### config.mk
export PLATFORM = sky130hd
export DESIGN_NAME = tcs_channel
export DESIGN_NICKNAME = d
export VERILOG_FILES = /design/src/hw/tcs_pkg.sv /design/src/hw/tcs_counter.sv /design/src/hw/tcs_channel.sv
export SDC_FILE = /design/constraint.sdc
export NUM_CORES = 1
export LEC_CHECK = 0
export ABC_AREA = 1
export BUFFER_PORTS_ARGS = -buffer_cell sky130_fd_sc_hd__clkbuf_2
export CORE_ASPECT_RATIO = 0.7
export CORE_UTILIZATION = 63
export CTS_BUF_LIST = sky130_fd_sc_hd__clkbuf_16
export DETAILED_ROUTE_END_ITERATION = 10
export PLACE_DENSITY = 0.92
export SLEW_MARGIN = 20
export SYNTH_ARGS = -nofsm -noshare
export SYNTH_HDL_FRONTEND = slang
export SYNTH_SLANG_ARGS = --single-unit
### constraint.sdc
create_clock -name clk -period 6.6 [get_ports clk]
set_clock_uncertainty 0.2 [all_clocks]
set_input_delay 0.66 -clock clk [delete_from_list [all_inputs] [get_ports clk]]
set_output_delay 0.66 -clock clk [all_outputs]
set_load 0.01 [all_outputs]
### src/hw/tcs_pkg.sv
// Package: register map, field positions and reset values of the timer channel
package tcs_pkg;

	// ----------------------------------------------------------------
	// Register byte addresses
	// ----------------------------------------------------------------
	localparam logic [23:0] ADDR_START   = 24'hff_feb0;
	localparam logic [23:0] ADDR_SYNC    = 24'hff_feb1;
	localparam logic [23:0] ADDR_CLRSEL  = 24'hff_ff10;
	localparam logic [23:0] ADDR_MODE    = 24'hff_ff11;
	localparam logic [23:0] ADDR_IRQ_EN  = 24'hff_ff14;
	localparam logic [23:0] ADDR_STATUS  = 24'hff_ff15;
	localparam logic [23:0] ADDR_COUNTER = 24'hff_ff16;
	localparam logic [23:0] ADDR_CMP_A   = 24'hff_ff18;
	localparam logic [23:0] ADDR_DIR     = 24'hff_ff1a;
	localparam logic [23:0] ADDR_CLEAR   = 24'hff_ff1c;

	// ----------------------------------------------------------------
	// Field positions
	// ----------------------------------------------------------------
	localparam int BIT_DIR       = 7;
	localparam int BIT_UNDERFLOW = 5;
	localparam int BIT_OVERFLOW  = 4;
	localparam int BIT_MATCH_A   = 0;
	localparam int CLRSEL_LSB    = 5;
	localparam int MODE_RSVD     = 3;
	localparam int DIR_DOWN_BIT  = 0;

	// ----------------------------------------------------------------
	// Encodings and reset values
	// ----------------------------------------------------------------
	localparam logic [2:0]  CLR_ON_MATCH_A = 3'h1;
	localparam logic [3:0]  MODE_NORMAL    = 4'h0;
	localparam logic [7:0]  EVENT_MASK     = 8'h31;
	localparam logic [2:0]  RST_RUN        = 3'h0;
	localparam logic [2:0]  RST_SYNC       = 3'h0;
	localparam logic [2:0]  RST_CLRSEL     = 3'h0;
	localparam logic [3:0]  RST_MODE       = 4'h0;
	localparam logic [7:0]  RST_IRQ_EN     = 8'h00;
	localparam logic [7:0]  RST_FLAGS      = 8'h00;
	localparam logic [15:0] RST_COUNTER    = 16'h0000;
	localparam logic [15:0] RST_CMP_A      = 16'hffff;
	localparam logic        RST_DOWN       = 1'b0;

endpackage : tcs_pkg

### src/hw/tcs_counter.sv
// Sixteen-bit up/down channel counter with load, clear and wrap events
`timescale 1ns/1ps

module tcs_counter #(
	parameter int WIDTH = 16
) (
	// Clock, reset, enable
	input  wire logic             clk,
	input  wire logic             rst_n,
	input  wire logic             ce,
	// Control
	input  wire logic             load,
	input  wire logic [WIDTH-1:0] load_val,
	input  wire logic             clr,
	input  wire logic             run,
	input  wire logic             down,
	// State and events
	output logic      [WIDTH-1:0] cnt,
	output logic                  wrap_up,
	output logic                  wrap_dn
);

	logic [WIDTH-1:0] cnt_r;
	logic [WIDTH-1:0] cnt_nxt;

	assign wrap_up = run && !down && !load && !clr && (cnt_r == {WIDTH{1'b1}});
	assign wrap_dn = run && down && !load && !clr && (cnt_r == {WIDTH{1'b0}});
	assign cnt     = cnt_r;

	// Software load beats clear, clear beats counting
	always_comb begin
		cnt_nxt = cnt_r;
		if (load) begin
			cnt_nxt = load_val;
		end else if (clr) begin
			cnt_nxt = '0;
		end else if (run && down) begin
			cnt_nxt = cnt_r - 1'b1;
		end else if (run) begin
			cnt_nxt = cnt_r + 1'b1;
		end
	end

	always_ff @(posedge clk or negedge rst_n) begin
		if (!rst_n) begin
			cnt_r <= '0;
		end else if (ce) begin
			cnt_r <= cnt_nxt;
		end
	end

endmodule : tcs_counter

### src/hw/tcs_channel.sv
// Timer channel 0: registers, status flags, interrupts, start and sync control
//
// Design decision made here: the strobed register port.
`timescale 1ns/1ps

// Summary of operation
// - Status bit 7 reads 1 when counting up, 0 when counting down.
// - Underflow flag, status bit 5, sets on counter underflow.
// - Overflow flag, status bit 4, sets on counter overflow.
// - Match flag A, status bit 0, sets when the running counter equals compare A and is not being written.
// - Sixteen-bit counter readable and writable at FFFF16.
// - Sixteen-bit compare A readable and writable at FFFF18.
// - Start bits 2..0 run their counter when 1, halt it when 0.
// - Sync bits 2..0 make their counter run in step with the others.
// - Underflow request raised only while enable bit 5 is set.
// - Overflow request raised only while its enable bit is set.
// - Match A request raised only while its enable bit is set.
// - Clear select 001 clears the counter on match with compare A.
// - Mode 0000 is normal mode; mode bit 3 is reserved zero.
module tcs_channel #(
	parameter int AW = 24,
	parameter int DW = 16
) (
	// Clock, reset, enable
	input  wire logic          clk,
	input  wire logic          nrst,
	input  wire logic          ce,
	// Register port
	input  wire logic [AW-1:0] addr,
	input  wire logic [DW-1:0] wdata,
	input  wire logic          wr,
	input  wire logic          rd,
	output logic      [DW-1:0] rdata,
	// Synchronous operation with other channels
	input  wire logic          sync_clear_in,
	output logic               sync_clear_out,
	output logic      [2:0]    counter_run_bit,
	output logic      [2:0]    counter_sync_bit,
	// Interrupts
	output logic               underflow_irq_request,
	output logic               overflow_irq_request,
	output logic               match_a_irq_request,
	output logic               irq
);

	// ----------------------------------------------------------------
	// Reset release
	// ----------------------------------------------------------------
	logic rst_s1_r;
	logic rst_n;

	always_ff @(posedge clk or negedge nrst) begin
		if (!nrst) begin
			rst_s1_r <= 1'b0;
			rst_n    <= 1'b0;
		end else begin
			rst_s1_r <= 1'b1;
			rst_n    <= rst_s1_r;
		end
	end

	// ----------------------------------------------------------------
	// Address decode
	// ----------------------------------------------------------------
	function automatic logic hit(input logic [AW-1:0] a, input logic [23:0] r);
		hit = (a == AW'(r));
	endfunction : hit

	wire sel_start  = hit(addr, tcs_pkg::ADDR_START);
	wire sel_sync   = hit(addr, tcs_pkg::ADDR_SYNC);
	wire sel_clrsel = hit(addr, tcs_pkg::ADDR_CLRSEL);
	wire sel_mode   = hit(addr, tcs_pkg::ADDR_MODE);
	wire sel_irq_en = hit(addr, tcs_pkg::ADDR_IRQ_EN);
	wire sel_status = hit(addr, tcs_pkg::ADDR_STATUS);
	wire sel_cnt    = hit(addr, tcs_pkg::ADDR_COUNTER);
	wire sel_cmp_a  = hit(addr, tcs_pkg::ADDR_CMP_A);
	wire sel_dir    = hit(addr, tcs_pkg::ADDR_DIR);
	wire sel_clear  = hit(addr, tcs_pkg::ADDR_CLEAR);

	// ----------------------------------------------------------------
	// Registers
	// ----------------------------------------------------------------
	logic [2:0]  run_r;
	logic [2:0]  sync_r;
	logic [2:0]  clrsel_r;
	logic [3:0]  mode_r;
	logic [7:0]  irq_en_r;
	logic [7:0]  flags_r;
	logic [7:0]  flags_nxt;
	logic [15:0] cmp_a_r;
	logic        down_r;
	logic [DW-1:0] rdata_r;
	logic [DW-1:0] rdata_nxt;

	always_ff @(posedge clk or negedge rst_n) begin
		if (!rst_n) begin
			run_r    <= tcs_pkg::RST_RUN;
			sync_r   <= tcs_pkg::RST_SYNC;
			clrsel_r <= tcs_pkg::RST_CLRSEL;
			mode_r   <= tcs_pkg::RST_MODE;
			irq_en_r <= tcs_pkg::RST_IRQ_EN;
			cmp_a_r  <= tcs_pkg::RST_CMP_A;
			down_r   <= tcs_pkg::RST_DOWN;
		end else if (ce && wr) begin
			if (sel_start) begin
				run_r <= wdata[2:0];
			end else if (sel_sync) begin
				sync_r <= wdata[2:0];
			end else if (sel_clrsel) begin
				clrsel_r <= wdata[tcs_pkg::CLRSEL_LSB +: 3];
			end else if (sel_mode) begin
				mode_r <= {1'b0, wdata[2:0]};
			end else if (sel_irq_en) begin
				irq_en_r <= wdata[7:0] & tcs_pkg::EVENT_MASK;
			end else if (sel_cmp_a) begin
				cmp_a_r <= wdata[15:0];
			end else if (sel_dir) begin
				down_r <= wdata[tcs_pkg::DIR_DOWN_BIT];
			end
		end
	end

	assign counter_run_bit  = run_r;
	assign counter_sync_bit = sync_r;

	// ----------------------------------------------------------------
	// Counter
	// ----------------------------------------------------------------
	logic [15:0] cnt;
	logic        wrap_up;
	logic        wrap_dn;

	wire cnt_load  = wr && sel_cnt;
	wire normal    = (mode_r == tcs_pkg::MODE_NORMAL);
	wire match_a   = run_r[0] && !cnt_load && (cnt == cmp_a_r);
	wire clr_match = match_a && (clrsel_r == tcs_pkg::CLR_ON_MATCH_A);
	wire clr_sync  = sync_r[0] && sync_clear_in;
	wire cnt_clr   = clr_match || clr_sync;

	assign sync_clear_out = sync_r[0] && clr_match;

	tcs_counter #(
		.WIDTH (16)
	) u_counter (
		.clk      (clk),
		.rst_n    (rst_n),
		.ce       (ce),
		.load     (cnt_load),
		.load_val (wdata[15:0]),
		.clr      (cnt_clr),
		.run      (run_r[0]),
		.down     (down_r),
		.cnt      (cnt),
		.wrap_up  (wrap_up),
		.wrap_dn  (wrap_dn)
	);

	// ----------------------------------------------------------------
	// Status flags, set wins over clear
	// ----------------------------------------------------------------
	wire [7:0] set_vec = {2'b00, wrap_dn, wrap_up, 3'b000, match_a};
	wire [7:0] clr_vec = (wr && sel_clear) ? wdata[7:0] : 8'h00;

	assign flags_nxt = ((flags_r & ~clr_vec) | set_vec) & tcs_pkg::EVENT_MASK;

	always_ff @(posedge clk or negedge rst_n) begin
		if (!rst_n) begin
			flags_r <= tcs_pkg::RST_FLAGS;
		end else if (ce) begin
			flags_r <= flags_nxt;
		end
	end

	wire [7:0] status = {!down_r, flags_r[6:0]};

	// ----------------------------------------------------------------
	// Interrupts
	// ----------------------------------------------------------------
	assign underflow_irq_request = flags_r[tcs_pkg::BIT_UNDERFLOW]
		&& irq_en_r[tcs_pkg::BIT_UNDERFLOW];
	assign overflow_irq_request  = flags_r[tcs_pkg::BIT_OVERFLOW]
		&& irq_en_r[tcs_pkg::BIT_OVERFLOW];
	assign match_a_irq_request   = flags_r[tcs_pkg::BIT_MATCH_A]
		&& irq_en_r[tcs_pkg::BIT_MATCH_A];
	assign irq = underflow_irq_request || overflow_irq_request
		|| match_a_irq_request;

	// ----------------------------------------------------------------
	// Read data, one cycle after the strobe
	// ----------------------------------------------------------------
	always_comb begin
		rdata_nxt = '0;
		if (!rd) begin
			rdata_nxt = '0;
		end else if (sel_start) begin
			rdata_nxt = DW'(run_r);
		end else if (sel_sync) begin
			rdata_nxt = DW'(sync_r);
		end else if (sel_clrsel) begin
			rdata_nxt = DW'({clrsel_r, 5'h00});
		end else if (sel_mode) begin
			rdata_nxt = DW'(mode_r);
		end else if (sel_irq_en) begin
			rdata_nxt = DW'(irq_en_r);
		end else if (sel_status) begin
			rdata_nxt = DW'(status);
		end else if (sel_cnt) begin
			rdata_nxt = DW'(cnt);
		end else if (sel_cmp_a) begin
			rdata_nxt = DW'(cmp_a_r);
		end else if (sel_dir) begin
			rdata_nxt = DW'(down_r);
		end
	end

	always_ff @(posedge clk or negedge rst_n) begin
		if (!rst_n) begin
			rdata_r <= '0;
		end else if (ce) begin
			rdata_r <= rdata_nxt;
		end
	end

	assign rdata = rdata_r;
endmodule : tcs_channel

==> summary.txt, run 1 <==
Status
  – Outcome: finished, final reports clean

Clock tree
  – Clk_lat worst skew: 330 ps
  – TritonCTS clock tree: done
  – TritonCTS buffer count: 9
  – Clock Tree Root: clkbuf_16
  – Max clock buf depth: 2
  – Clock sink count: 69
  – CTS H-Tree Depth: 3
  – Clk slew on worst S/H paths: 60 ps
  – Cts repair resizes: 0

Critical path
  – Required @ worst endpoint: 5740 ps
  – Critical path peak fanout: 18
  – CP endpoint kind: primary output
  – CP startpoint kind: flip-flop
  – Crit path DAT: 2250 ps
  – Worst Path Class, Setup: flip-flop to primary output

Global route
  – Total GRT Usage: 41.4%
  – Vias in the first global route: 5,330
  – Global-route wire length before repair: 26,400 µm
  – Initial antenna violation count: 1
  – Largest net degree at the start of global routing: 68
  – Total congestion overflow: 0

Pwr
  – VDD IR max: 0.000159 V
  – P_leak: 0.00314 µW
  – PD cells: 162 nW/µm²

Finish
  – Final layout net count: 871
  – Layout cells sized above 1: 15.5%
  – Area of the multi-input gates: 2790 µm²
  – # fillers: 565
  – N_diodes: 0
  – Final core occ: 75.8%
  – Storage cell area: 1750 µm²
  – Layout area overhead: 13.7%

Place
  – Dpl hpwl: 11,900 µm
  – PortBufs: 72
  – RePlAce Congestion: 0.968

Detailed routing
  – DRC: 0
  – Total number of vias: 5,543
  – Antenna-violating nets left: 0
  – Avg WL per Cell: 17.5 µm
  – Drt pass-1 iters: 5
  – Initial DRC Count: 562
  – Drt total wl: 15,900 µm
  – Via/cell ratio: 6.07

STA
  – Final Hold Fails: 0
  – Hold slack final: 153 ps
  – Final setup fails: 0
  – RSZ-0062 raised after global routing: no
  – Max_slew headroom: 44.1%
  – Worst Tran Pin Value: 838 ps
  – Fmax: 322 MHz
  – Fin crit period: 3110 ps
  – Accumulated negative setup slack: 0 ps
  – Part of the cycle the worst path needs: 47.1%
  – Final Max Slew Viols: 0

Die
  – Ports: 73
  – Die height: 76.5 µm
  – FP Rows: 26
  – Starting density of the core: 66.7%
  – Die X: 108 µm
  – Area of the core: 7480 µm²
  – Die area: 8290 µm²

Synth
  – Post-synthesis sequential area ratio: 35.0%
  – Async set or reset register ratio after synthesis: 100%
  – Post-synth EDFFs: 0
  – Largest cells by area after synthesis: dfrtp_1, nand2_1, dfstp_2, inv_1, o21ai_0
  – Cells after synthesis: 740
  – Distinct cells, synth: 45
  – YS warnings: 0
  – Main flop type after synthesis: dfrtp_1
  – Mean Syn Cell Area: 6.74 µm²
  – Share of the synthesized area in the top cell type: 26.6%
  – Synth area leader: dfrtp_1
  – Syn Nets: 801
  – Synthesized area: 4990 µm²
  – Yosys reg bits: 69

Worst hold path
  – Worst hold path type: flip-flop to flip-flop

Flow run
  – Max-cap violation count: 0
state kept, by name, indices dropped and copies added, names as in the netlist, 3 cells and up:
signal / cells
cmp_a_r: 16
rdata: 16
u_counter.cnt: 16
clrsel_r: 3
counter_run_bit: 3
counter_sync_bit: 3
flags_r: 3
irq_en_r: 3
mode_r: 3
cell usage after synthesis (all sizes together) (6+ instances only):
library cell	number
buf	8
nor4	6
dfstp	16
clkbuf	7
xor2	10
nand3	35
dfrtp	53
nor3	7
nand2	291
inv	96
nor2	50
o21ai	57
a21oi	14
nand4	41
ha	14
o2111ai	8
cells in the final DEF, fill, tap and decap left out, drive strengths merged, types with 2 or more instances in the layout:
master      n
o22ai       5
nand4      41
inv        97
o2111ai     8
nand3b      2
mux2        5
nor2       50
nor4        6
dfrtp      53
ha         14
and3        2
nor3        7
dfstp      16
o31ai       2
clkbuf     81
o21ai      57
clkinv      5
nand3      35
a21oi      14
nand2     291
xor2       10
clkinvlp    2
timing repair:
item                                   CTS  global route
buffers inserted                         0             0
hold buffers                             1             0
endpoints found under the hold margin    2             0
worst max-delay path, stage by stage, from the launching register on:
cell and delay (ps):
dfrtp_1 480, inv_1 120, nand2_1 80, nand2_1 70, a21oi_1 150, nand2_1 80, nor2_1 180, nand2_1 140
nor2_4 200, nand2_8 130, nor2_1 140, clkbuf_2 150
kinds of logic after synthesis:
| family | Yosys count | synth area share (%) |
|---|---|---|
| buffers and inverters | 112 | 9.08 |
| DFF | 69 | 35.0 |
| AOI/OAI and AO/OA | 91 | 10.3 |
| and+or+nand+nor | 436 | 38.6 |
| muxes | 5 | 1.13 |
| xor gates and xnor gates | 11 | 1.93 |
| adders and majority gates | 15 | 3.91 |
| other | 1 | 0.0752 |
final timing paths:
| check | end | cells after the start | start | slack (ps) |
|---|---|---|---|---|
| setup / recovery | sync_clear_out | 11 | u_counter.cnt[8] | 3490 |
| hold / removal | rst_n | 0 | rst_s1_r | 150 |
| setup reg to reg | u_counter.cnt[8] | 12 | counter_run_bit[0] | 3580 |
| hold reg to reg | rst_n | 0 | rst_s1_r | 150 |
| max in group asynchronous | rdata[9] | 1 | rst_n | 5360 |
| min in group asynchronous | u_counter.cnt[4] | 1 | rst_n | 260 |
layer usage:
metal  routed length (µm)  global-route usage [%]  vias to the layer above
li1                     -                       -                     2558
met1                 6550                    59.0                     2530
met2                 6860                    61.6                      407
met3                 2200                    11.1                       46
met4                  319                    11.6                        2
met5                   12                       0                        -
final cells by class:
class / count / share of cell area (%)
multi-input cells: 559 / 49.2
repair buffers: 74 / 6.66
inverters: 97 / 6.50
clock inverters: 7 / 0.728
flip-flops and latches: 69 / 30.8
clock buffers: 9 / 3.97
well taps: 98 / 2.16
report_power, final:
| group | internal, µW | switching, µW | leakage (µW) | total [µW] |
|---|---|---|---|---|
| combinational | 14.2 | 34.4 | 0.00212 | 48.6 |
| sequential | 424 | 0.253 | 0.000895 | 425 |
| clock | 252 | 192 | 0.000127 | 443 |
metrics by stage:
step	total power [µW]	area (µm²)	setup WS, ps	instances
after CTS	915	5670	3570	913
final	917	5670	3490	913
after floorplan	454	4990	3980	740
after global routing	938	5670	3350	913
after detailed placement	479	5400	3640	896
after global placement	476	5400	3710	896
Power figures use the tool's default switching activity.
==> inputs of run 2 (changes only) <==
--- a/config.mk
+++ b/config.mk
@@ -5,13 +5,13 @@
 export SDC_FILE = /design/constraint.sdc
 export NUM_CORES = 1
 export LEC_CHECK = 0
-export ABC_AREA = 1
+export ABC_AREA = 0
 export BUFFER_PORTS_ARGS = -buffer_cell sky130_fd_sc_hd__clkbuf_2
 export CORE_ASPECT_RATIO = 0.7
-export CORE_UTILIZATION = 63
+export CORE_UTILIZATION = 57
 export CTS_BUF_LIST = sky130_fd_sc_hd__clkbuf_16
 export DETAILED_ROUTE_END_ITERATION = 10
-export PLACE_DENSITY = 0.92
+export PLACE_DENSITY = 0.86
 export SLEW_MARGIN = 20
 export SYNTH_ARGS = -nofsm -noshare
 export SYNTH_HDL_FRONTEND = slang
==> constraint.sdc (replaced) <==
create_clock -name clk -period 3.18 [get_ports clk]
set_clock_uncertainty 0.2 [all_clocks]
set_input_delay 0.318 -clock clk [delete_from_list [all_inputs] [get_ports clk]]
set_output_delay 0.318 -clock clk [all_outputs]
set_load 0.01 [all_outputs]
==> summary.txt, run 2 <==
Synth
  – Post-synthesis simple-gate area fraction: 17.4% (-21 points)
  – Cells after synthesis: 442 (-40%)
  – Largest family of logic cells by synthesized area: compound AO/OA/AOI/OAI gates
  – Post-synthesis sequential area ratio: 39.7% (+4.7 points)
  – Synth Area in Compound Gates: 19.5% (+9.2 points)
  – Post-synth top cells: dfrtp_1, nand2_1, mux2_2, xnor2_1, a22oi_1
  – YS warnings: 0 (unchanged)
  – Mean Syn Cell Area: 9.96 µm² (+48%)
  – Xor/xnor share of the synthesized area: 5.57% (+3.6 points)
  – Post-synth EDFFs: 0 (unchanged)
  – Share of the synthesized area in the top cell type: 30.1% (+3.5 points)
  – Count leader, synth: dfrtp_1
  – Main flop type after synthesis: dfrtp_1
  – Synthesized area: 4400 µm² (-12%)
  – Largest cells by area after synthesis: dfrtp_1, dfstp_2, mux2_2, xnor2_1, ha_1
  – Synth area leader: dfrtp_1
  – Yosys reg bits: 69 (unchanged)
  – Distinct cells, synth: 73 (+62%)
  – Multiplexer share of the synthesized area: 9.40% (+8.3 points)
  – Synth Area in Adders: 4.43% (+0.52 points)
  – Syn Nets: 503 (-37%)
  – Async set or reset register ratio after synthesis: 100% (unchanged)

Detailed routing
  – Avg WL per Cell: 21.2 µm (+21%)
  – Initial DRC Count: 520 (-7.5%)
  – Drt total wl: 13,200 µm (-17%)
  – Antenna-violating nets left: 0 (unchanged)
  – DRC: 0 (unchanged)
  – Via/cell ratio: 6.62 (+9.0%)
  – Total number of vias: 4,118 (-26%)
  – Drt pass-1 iters: 6 (+1)

Pwr
  – P_leak: 0.00240 µW (-24%)
  – PD cells: 390 nW/µm² (+140%)
  – VDD IR max: 0.000295 V (+85%)
  – Final Power: 2020 µW (+120%)

Place
  – RePlAce Congestion: 0.943 (-2.6%)
  – Dpl hpwl: 9660 µm (-19%)
  – Pre-CTS WS: 276 ps (-3360 ps)
  – PortBufs: 72 (unchanged)
  – Post-Place Cell Area: 4870 µm² (-9.8%)

Finish
  – Most frequent cells in the layout: clkbuf_2, dfrtp_1, nand2_1
  – Final Instance Area: 5180 µm² (-8.7%)
  – Layout cells sized above 1: 30.3% (+15 points)
  – Most common cell after layout, fill and taps aside: clkbuf_2
  – N_diodes: 0 (unchanged)
  – Layout area overhead: 17.6%
  – Final layout net count: 580 (-33%)

STA
  – Final Max Slew Viols: 0 (unchanged)
  – Max_slew headroom: 42.5% (-1.6 points)
  – Accumulated negative setup slack: 0 ps (unchanged)
  – Fin crit period: 2970 ps
  – Fmax: 336 MHz
  – Final setup fails: 0 (unchanged)
  – Final Hold Fails: 0 (unchanged)
  – Setup slack after layout: 208 ps (-3280 ps)
  – RSZ-0062 raised after global routing: no
  – Part of the cycle the worst path needs: 93.5%
  – Worst Tran Pin Value: 862 ps (+23.6 ps)

Clock tree
  – Clk slew on worst S/H paths: 60 ps (about the same)
  – Clk_lat worst skew: 340 ps (about the same)
  – Clock Tree Root: clkbuf_16
  – TritonCTS buffer count: 9 (unchanged)
  – Clock sink count: 69 (unchanged)
  – Max clock buf depth: 2 (unchanged)
  – TritonCTS clock tree: done
  – CTS H-Tree Depth: 3 (unchanged)
  – Post-CTS setup buffer count: 0 (unchanged)

Flow run
  – Max-cap violation count: 0 (unchanged)

Die
  – Die area: 8090 µm² (-2.4%)
  – FP Rows: 26 (unchanged)
  – Die X: 107 µm (-1.2%)
  – Starting density of the core: 59.6% (-7.0 points)
  – Die height: 75.5 µm (-1.2%)
  – Ports: 73 (unchanged)
  – Area of the core: 7380 µm² (-1.3%)

Global route
  – Initial antenna violation count: 0 (-1)
  – Global-route wire length before repair: 20,300 µm (-23%)
  – Largest net degree at the start of global routing: 68 (unchanged)
  – Vias in the first global route: 3,742 (-30%)
  – Total GRT Usage: 34.1% (-7.3 points)
  – Total congestion overflow: 0 (unchanged)

Critical path
  – Required @ worst endpoint: 3200 ps (-2540 ps)
  – Critical path peak fanout: 7 (-11)
  – Crit path DAT: 2990 ps (+740 ps)
  – CP endpoint kind: flip-flop
  – Worst Path Class, Setup: flip-flop to flip-flop
  – CP startpoint kind: flip-flop

Worst hold path
  – Worst hold path type: primary input to flip-flop

Status
  – Outcome: finished, final reports clean
[run 2: worst max-delay path: stages (launching register included)]
cell	delay (ps)
dfrtp_1	410
nand2_1	110
inv_1	160
fa_1	450
a21o_1	210
a221oi_2	400
o211ai_1	200
a31o_2	260
a21oi_1	190
xor2_1	170
o21ai_1	80
[run 2: path summary, 6_finish.rpt]
kind,startpoint,to,slack (ps),depth (start not counted)
min reg2reg,rst_s1_r,rst_n,170,0
min in group asynchronous,nrst,rst_s1_r,90,2
max in group asynchronous,rst_n,u_counter.cnt[3],1960,1
max,down_r,u_counter.cnt[14],210,10
min,wdata[8],cmp_a_r[8],30,2
max reg2reg,down_r,u_counter.cnt[14],210,10
[run 2: cells by family (layout without fill, tap and decap cells)]
kind of cell,count (synthesis),in the layout
xor+xnor,28,28
mux,37,37
other cells,1,1
flops,69,69
fa+ha+maj,15,15
simple gates,130,130
buf+inv,39,121
compound gates,123,123
[run 2: cell type report]
cell class,instances,area (µm²)
inverter,22,82.6
fill,547,2200
timing repair buffer,83,445
multi-input combinational,334,2480
clock inverter,7,75.1
clock buffer,9,225
sequential,69,1750
tap,98,123
[run 2: power by group]
group          switching (µW)  internal [µW]  leakage (µW)
registers                2.43            883      0.000888
logic                    77.2           39.9       0.00137
clock network             405            611      0.000144
[run 2: stage by stage]
step	instances	utilization [%]	hold slack (ps)
after global placement	605	66.0	-97.0
after global routing	622	70.2	25.9
after CTS	622	70.2	27.1
after detailed placement	605	66.0	-94.2
final	622	70.2	27.0
after floorplan	442	-	-178
[run 2: timing repair]
item,in CTS,in global routing
endpoints found under the hold margin,2,0
resized for setup,0,0
hold buffers,1,0
[run 2: routing by layer]
| metal | GRT usage, % | wire [µm] | vias up | part of all wire [%] |
|---|---|---|---|---|
| met5 | 0 | 0 | - | 0 |
| met4 | 11.6 | 240 | 0 | 1.8 |
| met3 | 9.50 | 1740 | 31 | 13 |
| met2 | 50.6 | 5650 | 278 | 43 |
| met1 | 48.6 | 5540 | 1992 | 42 |
| li1 | - | - | 1817 | - |
